==> config.mk <==
export PLATFORM = sky130hd
export DESIGN_NAME = pse_encoder
export DESIGN_NICKNAME = d
export VERILOG_FILES = /design/src/design/pse_pkg.sv /design/src/design/pse_fifo.sv /design/src/design/pse_encoder.sv
export SDC_FILE = /design/constraint.sdc
export NUM_CORES = 2
export LEC_CHECK = 0
export BUFFER_PORTS_ARGS = -buffer_cell sky130_fd_sc_hd__buf_2
export CORE_ASPECT_RATIO = 0.7
export CORE_MARGIN = 2
export CORE_UTILIZATION = 55
export CTS_BUF_LIST = sky130_fd_sc_hd__clkbuf_8
export CTS_CLUSTER_DIAMETER = 60
export DETAILED_ROUTE_END_ITERATION = 16
export PLACE_DENSITY = 0.7
export SETUP_SLACK_MARGIN = 0.05
export SYNTH_ARGS = -nofsm -noshare
export SYNTH_HDL_FRONTEND = slang
export SYNTH_HIERARCHICAL = 1
export SYNTH_SLANG_ARGS = --single-unit
==> constraint.sdc <==
create_clock -name clock -period 229.7 [get_ports clock]
set_clock_uncertainty 0.1 [all_clocks]
set_input_delay 11.485 -clock clock [delete_from_list [all_inputs] [get_ports clock]]
set_output_delay 11.485 -clock clock [all_outputs]
set_load 0.005 [all_outputs]
==> src/design/pse_pkg.sv <==
// Purpose: shared constants and types of the paging stream encoder
// Assumes: 50 MHz clock
// Notes:   register map and frame field sizes
package pse_pkg;
    // ------------------------------------------------------------
    // register map
    // ------------------------------------------------------------
    localparam logic [7:0] pse_off_ctrl    = 8'h00;
    localparam logic [7:0] pse_off_config  = 8'h04;
    localparam logic [7:0] pse_off_address = 8'h08;
    localparam logic [7:0] pse_off_rate    = 8'h0c;
    localparam logic [7:0] pse_off_bursts  = 8'h10;
    localparam logic [7:0] pse_off_errbit  = 8'h14;
    localparam logic [7:0] pse_off_status  = 8'h18;
    localparam logic [7:0] pse_off_msg     = 8'h40;
    localparam int         pse_msg_chars   = 16;

    // ------------------------------------------------------------
    // control and config fields
    // ------------------------------------------------------------
    localparam int pse_ctrl_send_bit  = 0;
    localparam int pse_ctrl_stop_bit  = 1;
    localparam int pse_cfg_mode_lsb   = 0;
    localparam int pse_cfg_func_lsb   = 2;
    localparam int pse_cfg_type_lsb   = 4;
    localparam int pse_cfg_std_bit    = 6;
    localparam int pse_cfg_inv_bit    = 7;
    localparam int pse_cfg_errena_bit = 8;
    localparam int pse_cfg_len_lsb    = 12;

    // ------------------------------------------------------------
    // reset values and frame sizes
    // ------------------------------------------------------------
    localparam logic [15:0] pse_rate_reset    = 16'd1200;
    localparam logic [7:0]  pse_bursts_reset  = 8'h01;
    localparam int          pse_preamble_bits = 32;
    localparam int          pse_addr_bits     = 21;
    localparam int          pse_func_bits     = 2;
    localparam int          pse_clock_hz      = 50000000;

    typedef enum logic [1:0]
    {
        pse_mode_single = 2'b00,
        pse_mode_burst  = 2'b01,
        pse_mode_cont   = 2'b10
    } pse_mode_t;

    typedef enum logic [1:0]
    {
        pse_type_tone  = 2'b00,
        pse_type_num   = 2'b01,
        pse_type_alpha = 2'b10
    } pse_type_t;

    typedef enum logic [2:0]
    {
        pse_st_idle     = 3'b000,
        pse_st_preamble = 3'b001,
        pse_st_address  = 3'b010,
        pse_st_function = 3'b011,
        pse_st_message  = 3'b100
    } pse_state_t;
endpackage

==> src/design/pse_fifo.sv <==
// Purpose: small flip-flop fifo with valid and ready on both sides
// Assumes: depth is a power of two
// Notes:   first word fall through
`timescale 1ns/10ps
module pse_fifo #(
    parameter int width = 8,
    parameter int depth = 4
) (
    input  wire logic             clock,
    input  wire logic             rst_n,
    input  wire logic             in_valid,
    output logic                  in_ready,
    input  wire logic [width-1:0] in_data,
    output logic                  out_valid,
    input  wire logic             out_ready,
    output logic      [width-1:0] out_data,
    input  wire logic             flush
);
    localparam int aw = $clog2(depth);

    logic [width-1:0] mem [depth];
    logic [aw-1:0]    wr_ptr;
    logic [aw-1:0]    rd_ptr;
    logic [aw:0]      count;
    logic             do_wr;
    logic             do_rd;

    assign in_ready  = (count != (aw+1)'(depth));
    assign out_valid = (count != '0);
    assign out_data  = mem[rd_ptr];
    assign do_wr     = in_valid && in_ready;
    assign do_rd     = out_valid && out_ready;

    always_ff @(posedge clock)
    begin
        if (do_wr)
            mem[wr_ptr] <= in_data;
    end

    always_ff @(posedge clock or negedge rst_n)
    begin
        if (!rst_n)
        begin
            wr_ptr <= '0;
            rd_ptr <= '0;
            count  <= '0;
        end
        else if (flush)
        begin
            wr_ptr <= '0;
            rd_ptr <= '0;
            count  <= '0;
        end
        else
        begin
            if (do_wr)
                wr_ptr <= wr_ptr + 1'b1;
            if (do_rd)
                rd_ptr <= rd_ptr + 1'b1;
            if (do_wr && !do_rd)
                count <= count + 1'b1;
            else if (do_rd && !do_wr)
                count <= count - 1'b1;
        end
    end
endmodule // pse_fifo

==> src/design/pse_encoder.sv <==
// Purpose: paging stream encoder: frame builder, repeat control, bit timing
// Assumes: one 50 MHz clock, register port with read data one cycle later
// Notes:   bits pass a 4-word fifo before the bit-rate output stage
`timescale 1ns/10ps
module pse_encoder #(
    parameter int fifo_depth = 4
) (
    input  wire logic        clock,
    input  wire logic        rst_n,
    input  wire logic [7:0]  reg_addr,
    input  wire logic [31:0] reg_wdata,
    input  wire logic        reg_write,
    input  wire logic        reg_read,
    output logic      [31:0] reg_rdata,
    output logic             out_active,
    output logic             out_positive,
    output logic             out_negative,
    output logic             bit_strobe,
    output logic             sending
);
    // ------------------------------------------------------------
    // configuration registers
    // ------------------------------------------------------------
    logic [1:0]  mode;
    logic [1:0]  func;
    logic [1:0]  ptype;
    logic        std_gsc;
    logic        invert;
    logic        err_ena;
    logic [4:0]  msg_len;
    logic [20:0] pager_code;
    logic [15:0] rate;
    logic [7:0]  bursts;
    logic [15:0] err_pos;
    logic [7:0]  msg [pse_pkg::pse_msg_chars];
    logic        send_req;
    logic        stop_req;

    always_ff @(posedge clock or negedge rst_n)
    begin
        if (!rst_n)
        begin
            mode       <= 2'h0;
            func       <= 2'h0;
            ptype      <= 2'h0;
            std_gsc    <= 1'b0;
            invert     <= 1'b0;
            err_ena    <= 1'b0;
            msg_len    <= 5'h00;
            pager_code <= 21'h000000;
            rate       <= pse_pkg::pse_rate_reset;
            bursts     <= pse_pkg::pse_bursts_reset;
            err_pos    <= 16'h0000;
        end
        else if (reg_write)
        begin
            case (reg_addr)
                pse_pkg::pse_off_config:
                begin
                    mode    <= reg_wdata[pse_pkg::pse_cfg_mode_lsb +: 2];
                    func    <= reg_wdata[pse_pkg::pse_cfg_func_lsb +: 2];
                    ptype   <= reg_wdata[pse_pkg::pse_cfg_type_lsb +: 2];
                    std_gsc <= reg_wdata[pse_pkg::pse_cfg_std_bit];
                    invert  <= reg_wdata[pse_pkg::pse_cfg_inv_bit];
                    err_ena <= reg_wdata[pse_pkg::pse_cfg_errena_bit];
                    msg_len <= reg_wdata[pse_pkg::pse_cfg_len_lsb +: 5];
                end
                pse_pkg::pse_off_address: pager_code <= reg_wdata[20:0];
                pse_pkg::pse_off_rate:    rate       <= reg_wdata[15:0];
                pse_pkg::pse_off_bursts:  bursts     <= reg_wdata[7:0];
                pse_pkg::pse_off_errbit:  err_pos    <= reg_wdata[15:0];
                default: ;
            endcase
        end
    end

    genvar gi;
    generate
        for (gi = 0; gi < pse_pkg::pse_msg_chars; gi++)
        begin : g_msg
            always_ff @(posedge clock or negedge rst_n)
            begin
                if (!rst_n)
                    msg[gi] <= 8'h00;
                else if (reg_write && reg_addr == pse_pkg::pse_off_msg + 8'(4*gi))
                    msg[gi] <= reg_wdata[7:0];
            end
        end
    endgenerate

    assign send_req = reg_write && reg_addr == pse_pkg::pse_off_ctrl
                      && reg_wdata[pse_pkg::pse_ctrl_send_bit];
    assign stop_req = reg_write && reg_addr == pse_pkg::pse_off_ctrl
                      && reg_wdata[pse_pkg::pse_ctrl_stop_bit];

    // ------------------------------------------------------------
    // frame builder
    // ------------------------------------------------------------
    pse_pkg::pse_state_t state;
    logic [7:0]  idx;
    logic [4:0]  chr;
    logic [7:0]  reps_left;
    logic [15:0] bit_pos;
    logic        stop_pending;
    logic        fifo_in_ready;
    logic        fifo_out_valid;
    logic        fifo_out_data;
    logic        gen_bit;
    logic        raw_bit;
    logic        has_msg;
    logic        last_bit;
    logic        frame_end;
    logic        more_reps;
    logic [7:0]  cur_char;
    logic [4:0]  eff_len;

    assign has_msg  = (ptype == pse_pkg::pse_type_num) || (ptype == pse_pkg::pse_type_alpha);
    // length capped at the message store
    assign eff_len  = (msg_len > 5'(pse_pkg::pse_msg_chars)) ? 5'(pse_pkg::pse_msg_chars)
                                                             : msg_len;
    assign cur_char = msg[chr[3:0]];

    always_comb
    begin
        raw_bit  = 1'b0;
        last_bit = 1'b0;
        case (state)
            pse_pkg::pse_st_preamble:
            begin
                // gsc preamble is inverse phase of pocsag
                raw_bit  = idx[0] ^ std_gsc;
                last_bit = (idx == 8'(pse_pkg::pse_preamble_bits - 1));
            end
            pse_pkg::pse_st_address:
            begin
                raw_bit  = pager_code[5'(pse_pkg::pse_addr_bits - 1) - idx[4:0]];
                last_bit = (idx == 8'(pse_pkg::pse_addr_bits - 1));
            end
            pse_pkg::pse_st_function:
            begin
                raw_bit  = func[1 - idx[0]];
                last_bit = (idx == 8'(pse_pkg::pse_func_bits - 1));
            end
            pse_pkg::pse_st_message:
            begin
                // numeric sends 4-bit digits, alpha 7-bit characters
                raw_bit  = cur_char[idx[2:0]];
                last_bit = (ptype == pse_pkg::pse_type_num) ? (idx == 8'h03)
                                                              : (idx == 8'h06);
            end
            default: ;
        endcase
    end

    assign gen_bit   = raw_bit ^ (err_ena && bit_pos == err_pos);
    assign frame_end = last_bit && fifo_in_ready && (
        (state == pse_pkg::pse_st_function && !(has_msg && eff_len != 5'h00)) ||
        (state == pse_pkg::pse_st_message && chr == eff_len - 5'h01));
    // burst count only in burst mode
    assign more_reps = !stop_pending && !stop_req && (
        (mode == pse_pkg::pse_mode_cont) ||
        (mode == pse_pkg::pse_mode_burst && reps_left > 8'h01));

    // preamble, address, function, message in order
    always_ff @(posedge clock or negedge rst_n)
    begin
        if (!rst_n)
        begin
            state     <= pse_pkg::pse_st_idle;
            idx       <= 8'h00;
            chr       <= 5'h00;
            reps_left <= 8'h00;
            bit_pos   <= 16'h0000;
        end
        else if (state == pse_pkg::pse_st_idle)
        begin
            if (send_req && !stop_req)
            begin
                state     <= pse_pkg::pse_st_preamble;
                idx       <= 8'h00;
                chr       <= 5'h00;
                bit_pos   <= 16'h0000;
                // single or cont start with one pending frame
                reps_left <= (mode == pse_pkg::pse_mode_burst) ? bursts : 8'h01;
            end
        end
        else if (stop_req)
            state <= pse_pkg::pse_st_idle;
        else if (fifo_in_ready)
        begin
            bit_pos <= bit_pos + 16'h0001;
            idx     <= last_bit ? 8'h00 : idx + 8'h01;
            if (frame_end)
            begin
                bit_pos <= 16'h0000;
                chr     <= 5'h00;
                if (more_reps)
                begin
                    state <= pse_pkg::pse_st_preamble;
                    if (mode == pse_pkg::pse_mode_burst)
                        reps_left <= reps_left - 8'h01;
                end
                else
                    state <= pse_pkg::pse_st_idle;
            end
            else if (last_bit)
            begin
                case (state)
                    pse_pkg::pse_st_preamble: state <= pse_pkg::pse_st_address;
                    pse_pkg::pse_st_address:  state <= pse_pkg::pse_st_function;
                    pse_pkg::pse_st_function: state <= pse_pkg::pse_st_message;
                    pse_pkg::pse_st_message:  chr   <= chr + 5'h01;
                    default:                  state <= pse_pkg::pse_st_idle;
                endcase
            end
        end
    end

    always_ff @(posedge clock or negedge rst_n)
    begin
        if (!rst_n)
            stop_pending <= 1'b0;
        else if (state == pse_pkg::pse_st_idle)
            stop_pending <= 1'b0;
        else if (stop_req)
            stop_pending <= 1'b1;
    end

    // ------------------------------------------------------------
    // bit fifo and rate divider
    // ------------------------------------------------------------
    logic [31:0] div_cnt;
    logic [31:0] div_max;
    logic        tick;
    logic        out_bit;
    logic        fifo_pop;

    // cycles per bit from the rate setting
    assign div_max  = (rate == 16'h0000) ? 32'h0
                    : 32'(pse_pkg::pse_clock_hz) / {16'h0000, rate} - 32'h1;
    assign tick     = (div_cnt >= div_max);
    assign fifo_pop = tick && fifo_out_valid;

    pse_fifo #(
        .width (1),
        .depth (fifo_depth)
    ) u_fifo (
        .clock     (clock),
        .rst_n     (rst_n),
        .in_valid  (state != pse_pkg::pse_st_idle && !stop_req),
        .in_ready  (fifo_in_ready),
        .in_data   (gen_bit),
        .out_valid (fifo_out_valid),
        .out_ready (tick),
        .out_data  (fifo_out_data),
        .flush     (stop_req)
    );

    always_ff @(posedge clock or negedge rst_n)
    begin
        if (!rst_n)
            div_cnt <= 32'h0;
        else if (tick || stop_req)
            div_cnt <= 32'h0;
        else
            div_cnt <= div_cnt + 32'h1;
    end

    always_ff @(posedge clock or negedge rst_n)
    begin
        if (!rst_n)
        begin
            out_active <= 1'b0;
            out_bit    <= 1'b0;
            bit_strobe <= 1'b0;
        end
        else
        begin
            bit_strobe <= fifo_pop && !stop_req;
            if (stop_req)
                out_active <= 1'b0;
            else if (tick)
            begin
                out_active <= fifo_out_valid;
                out_bit    <= fifo_out_data;
            end
        end
    end

    // polarity mapping, equal magnitude either way
    assign out_positive = out_active && (out_bit ^ invert);
    assign out_negative = out_active && !(out_bit ^ invert);

    // busy while frames run or bits still drain
    assign sending = (state != pse_pkg::pse_st_idle) || fifo_out_valid || out_active;

    // ------------------------------------------------------------
    // register read port
    // ------------------------------------------------------------
    always_ff @(posedge clock or negedge rst_n)
    begin
        if (!rst_n)
            reg_rdata <= 32'h0;
        else if (reg_read)
        begin
            reg_rdata <= 32'h0;
            case (reg_addr)
                pse_pkg::pse_off_config:
                    reg_rdata <= {15'h0, msg_len, 3'h0, err_ena, invert, std_gsc,
                                  ptype, func, mode};
                pse_pkg::pse_off_address: reg_rdata <= {11'h0, pager_code};
                pse_pkg::pse_off_rate:    reg_rdata <= {16'h0, rate};
                pse_pkg::pse_off_bursts:  reg_rdata <= {24'h0, bursts};
                pse_pkg::pse_off_errbit:  reg_rdata <= {16'h0, err_pos};
                pse_pkg::pse_off_status:  reg_rdata <= {23'h0, reps_left, sending};
                default:
                    if (reg_addr >= pse_pkg::pse_off_msg && reg_addr[1:0] == 2'h0 &&
                        reg_addr < pse_pkg::pse_off_msg + 8'(4*pse_pkg::pse_msg_chars))
                        reg_rdata <= {24'h0, msg[reg_addr[5:2]]};
            endcase
        end
    end
endmodule // pse_encoder

Word level (Yosys, flattened, before mapping). Memories as Yosys holds them, arrays and structs flattened. A register that Yosys moved wholly into a read port is not among the register bits. Index checks and enable logic that the tools add are counted.

Bitwise gates (word level): 6. Multiplexer cells: 66. Eq/ne operators: 41. Div/mod/pow operators: 1. $add $sub $neg: 13. Reduce and logical (&&, ||, !) cells: 82. Magnitude comparators: 10.

Operators by type and width (number): $mux 8 (18); $eq 8x7->1 const B (16); $pmux 21 s6 (1); $mux 16 (5); $bmux 8 s4 (2); $mux 32 (2); $eq 8x5->1 const B (5); $mux 5 (8); $logic_and 1x1->1 (39); $add 32x1->32 const B (1); $div 26x16->32 const A (1); $ge 32x32->1 (1); $lt 32x2->1 const B (1); $sub 32x1->32 const B (1); $mux 3 (9); $reduce_bool 3->1 (6); $add 16x1->16 const B (1); $eq 16x16->1 (1); $eq 8x3->1 const B (2); $eq 8x4->1 const B (2); $logic_not 16->1 (1); $reduce_bool 2->1 (8); $mux 1 (12); $pmux 3 s4 (1); other kinds (46) (75).

Bits in writable memories: 4. Output and inout bits: 37. Register bits after elaboration: 317. Memories: 1. Word-level logic and storage cells: 260.

Memories: u_fifo.mem (words 4, width 1, rd ports 1, clocked after Yosys merged registers in 1, write ports 1, RTL line pse_fifo.sv:21) `logic [width-1:0] mem [depth];`.

Depth between registers and ports, before layout.
Depth in word-level cells: 12. Gate-level depth with buffers: 500.

Hierarchy. The synthesis kept the hierarchy.

Modules (own cells, without submodules): pse_encoder (cells each 5203, area each 42240.5 um^2, sequential area each 7513.5 um^2, times used 1); pse_fifo (cells each 67, area each 716.9 um^2, sequential area each 295.3 um^2, times used 1).

Worst setup path after synthesis. OpenSTA, ideal clock, no wires.

Kind: reg2reg. Start point: register rate[0]. End point: register u_fifo.count[2]. Stages on the path, launching flop included: 477. Clock period less this slack: 88545 ps. Arrival time: 88379 ps. Library setup time: 66 ps. Buffers on the path: 50. Setup slack: 141155 ps. Cells stage by stage: dfrtp_1 > clkbuf_1 > clkinv_1 > clkbuf_1 > buf_1 > ha_1 > nor4b_1 > and3_1 > ha_1 > a21oi_1 > nor3b_1 > o21a_1 > ha_1 > nand2_1 > o21a_1 > or2_4 > mux2_4 > ha_1 > [... 441 more ...] > nor2b_1 > o21ai_0 > nand2b_1 > a21oi_1 > nor2b_1 > o21ai_0 > nand2b_1 > a21oi_1 > o31ai_1 > a221oi_1 > inv_1 > buf_2 > o21ai_0 > and3_1 > fa_1 > nand3b_1 > a311oi_1 > o311a_1.

Word-level cells in the longest chain between the ends: 9.

Ends and longest elaborated chain: from (decl) (RTL line pse_encoder.sv:32) `logic [15:0] rate;`; from (signal assigned) (RTL line pse_encoder.sv:51) `rate <= pse_pkg::pse_rate_reset;`; from (signal assigned) (RTL line pse_encoder.sv:69) `pse_pkg::pse_off_rate: rate <= reg_wdata[15:0];`; $div 26x16->32 (RTL line pse_encoder.sv:240) `: 32'(pse_pkg::pse_clock_hz) / {16'h0000, rate} - 32'h1;`; $sub 32x1->32 (RTL line pse_encoder.sv:240); $mux 32 (*) (RTL line pse_encoder.sv:239) `assign div_max = (rate == 16'h0000) ? 32'h0`; $ge 32x32->1 (*) (RTL line pse_encoder.sv:241) `assign tick = (div_cnt >= div_max);`; via tick (RTL line pse_encoder.sv:234) `logic tick;`; $logic_and 1x1->1 (*) (RTL line pse_fifo.sv:32) `assign do_rd = out_valid && out_ready;`; $logic_not 1->1 (RTL line pse_fifo.sv:60) `if (do_wr && !do_rd)`; $logic_and 1x1->1 (RTL line pse_fifo.sv:60); $mux 3 (RTL line pse_fifo.sv:60); $mux 3 (RTL line pse_fifo.sv:48) `else if (flush)`; to (signal assigned) (RTL line pse_fifo.sv:61) `count <= count + 1'b1;`; to (signal assigned) (RTL line pse_fifo.sv:63) `count <= count - 1'b1;`; to (decl) (RTL line pse_fifo.sv:24) `logic [aw:0] count;`.

Mark *: on every way through the listed nets, which the timed path passes. The rest lies on a longest branch. A chain may end at the register's enable or synchronous reset.

Final worst setup path.
Start point: register rate[1]. End point: register u_fifo.count[2].

Same word-level chain as after synthesis.

==> metrics.md <==
| Metric | Value |
|---|---|
| Mapped Area | 43000 µm² |
| Status | complete, no violations |
| Clock transition at path regs | 0.06 ns |
| Total GRT Usage | 31.3% |
| Routed WL | 129000 µm |
| CP max stage cell | a2111oi_0 |
| Worst setup SP type | register |
| Final Non-Filler Cells | 6335 |
| Antenna Nets Post-Route | 0 |
| CTS tree | built |
| Crit Reg-Reg Startpoint | rate[1] |
| Fillers | 6981 |
| Worst Path Required | 230.14 ns |
| Setup tns final | 0 ns |
| Root Driver | clkbuf_8 |
| Final net count | 5703 |
| Core Region | 77100 µm² |
| Synth Flop Type | dfrtp_1 |
| Hold Vio Cnt, Final | 0 |
| Htree depth | 2 |
| Type of the worst setup path | register to register |
| CP max FO | 39 |
| TritonCTS Buffers | 51 |
| Post-Syn Instances | 5270 |
| DR pass1 iterations | 10 |
| Placed cell count | 6243 |
| Initial Utilization | 55.7% |
| Distinct cells, synth | 131 |
| Initial DRC Count | 3861 |
| Min-delay worst type | register to register |
| Via count | 41300 |
| CP peak stage delay | 1.11 ns |
| Seq cells post-synth | 311 |
| Hold buffers post-CTS | 0 |
| Sequential share of the synthesized area | 18.2% |
| Data arrival time of the critical path | 103.40 ns |
| RD Place Congestion | 0.935 |
| Origin of the worst min-delay path | idx[7] |
| DP Worst Slack | 129.60 ns |
| Die W | 338 µm |
| Cell mode on critical path | o21ai_0 |
| Total of max-cap violations | 0 |
| Synthesized area per cell | 8.15 µm² |
| I/O pin cnt | 81 |
| Slew @ Worst Pin | 1.31 ns |
| Die area | 80400 µm² |
| RSZ-0062 raised after global routing | no |
| Final worst path period share | 44.8% |
| Cell area after layout | 45300 µm² |
| Max Slew Vio Count | 0 |
| CTS sink count | 311 |
| Worst Setup SP | rate[1] |
| CP endpoint kind | register |
| First-pass GRT wire length | 205000 µm |
| Clock buffer depth | 3 |
| Min Clock Period, post-route | 102.96 ns |
| Share of layout cells above drive strength 1 | 13.7% |
| Wire per inst | 20.4 µm |
| Setup-failing EPs final | 0 |
| Synth Warn # | 6 |
| DP Wirelength | 98500 µm |
| Number of flops mapped to enable cells by yosys | 4 |
| Die Y | 238 µm |
| Area Growth Syn to Fin | 5.44% |
| # DRC | 0 |
| Via density | 6.52 |
| Number of global-route vias before repair | 37200 |
| CTS resizes | 0 |
| Rows | 85 |
| F_max | 9.71 MHz |
| Rel. slew slack | 10.3% |
| Clk_lat worst skew | 0.62 ns |
| Placed inst area | 44300 µm² |
| Postcts setup bufs | 0 |
| Largest net degree at the start of global routing | 180 |
| Ys async rst share | 98.7% |
| Final setup margin | 126.74 ns |
| Remaining global-route overflow | 0 |
| Initial antenna violation count | 1 |
| IO buf count | 58 |
==> metrics by stage <==
step,utilization (%),hold WS [ns]
final,58.7,0.391
after global routing,58.7,0.428
after CTS,58.7,0.388
after detailed placement,57.4,0.377
after global placement,57.4,0.376
after floorplan,-,0.346
==> layer usage <==
| metal | up-vias | global-route usage (%) | wire (µm) |
|---|---|---|---|
| li1 | 19800 | - | - |
| met1 | 19800 | 48.7 | 62800 |
| met2 | 1620 | 45.2 | 53100 |
| met3 | 155 | 5.12 | 11300 |
| met4 | 2 | 6.37 | 2290 |
| met5 | - | 0 | 13 |
==> final timing paths <==
kind,slack [ns],depth (start not counted),endpoint
worst min-delay path,0.39,1,idx[7]
worst min register to register,0.39,1,idx[7]
max in group asynchronous,217.10,2,rate[0]
worst max register to register,126.74,441,u_fifo/count[2]
worst max-delay path,126.74,441,u_fifo/count[2]
min in group asynchronous,10.83,1,reps_left[6]
==> synthesized netlist by cell type, drive strengths merged, types with 44 or more instances <==
master | number | share of area [%]
clkbuf | 148 | 1.3
a31oi | 52 | 0.79
o21ai | 329 | 3.9
mux4 | 88 | 4.6
ha | 406 | 12
nand4 | 63 | 0.92
a21oi | 359 | 4.2
nand2b | 100 | 1.5
and3 | 71 | 1.0
nor3 | 139 | 1.7
mux2i | 47 | 1.2
mux2 | 303 | 8.0
nor4 | 44 | 0.73
dfrtp | 302 | 18
o31ai | 87 | 1.6
a211oi | 52 | 0.97
xor2 | 127 | 2.6
nor2b | 53 | 0.77
inv | 210 | 1.8
o211ai | 46 | 0.83
buf | 59 | 0.79
a21o | 162 | 2.8
and2 | 61 | 0.89
nand3 | 159 | 1.9
nor2 | 517 | 4.5
xnor2 | 206 | 4.2
nand2 | 419 | 3.7
o21a | 106 | 1.9
==> worst max-delay path, delay by kind of cell, from the launching register on <==
family / cells / cell delay [ns]
compound gates: 249 / 55.83
xor+xnor: 1 / 0.20
simple gates: 130 / 26.95
mux: 8 / 2.49
flops: 1 / 0.60
buf+inv: 19 / 4.56
fa+ha+maj: 34 / 11.92
==> sequential cells by signal, summed over array words and instances (netlist names), 16 cells and up <==
signal      count
msg           128
div_cnt        32
pager_code     21
reg_rdata      21
bit_pos        16
err_pos        16
rate           16
==> layout make-up <==
| class | instances | area, µm² | area share (%) |
|---|---|---|---|
| antenna | 1 | 2.50 | 0.00553 |
| clock buffer | 64 | 881 | 1.94 |
| sequential | 311 | 7810 | 17.2 |
| tap | 1044 | 1310 | 2.88 |
| clock inverter | 27 | 151 | 0.334 |
| multi-input combinational | 4552 | 33500 | 74.0 |
| inverter | 211 | 792 | 1.75 |
| timing repair buffer | 125 | 816 | 1.80 |
==> logic make-up after synthesis <==
logic type               after synthesis  share of synthesized area, %
AND/OR/NAND/NOR                     1787                          20.5
AO/OA/AOI/OAI                       1570                          24.8
multiplexers                         438                          13.7
buffers and inverters                418                          3.93
adder cells (fa/ha/maj)              409                          11.9
XOR/XNOR                             335                          6.91
flip-flops                           311                          18.2
other                                  2                        0.0175
==> cells in the final DEF (no fill, tap or decap), drive strengths merged, types with 24 or more instances in the layout <==
| cell type | n |
|---|---|
| a211o | 24 |
| a211oi | 52 |
| a21boi | 40 |
| a21o | 162 |
| a21oi | 359 |
| a31oi | 52 |
| and2 | 61 |
| and3 | 71 |
| buf | 125 |
| clkbuf | 64 |
| dfrtp | 302 |
| ha | 406 |
| inv | 228 |
| mux2 | 303 |
| mux2i | 47 |
| mux4 | 88 |
| nand2 | 419 |
| nand2b | 100 |
| nand3 | 159 |
| nand4 | 63 |
| nor2 | 517 |
| nor2b | 53 |
| nor3 | 139 |
| nor4 | 44 |
| o211ai | 46 |
| o21a | 106 |
| o21ai | 329 |
| o22ai | 33 |
| o31ai | 87 |
| or2 | 33 |
| or3 | 35 |
| xnor2 | 206 |
| xor2 | 127 |
Power is left out: the tool's default activity adds up to more than one toggle a clock period on the data nets, which glitch-free logic cannot reach.
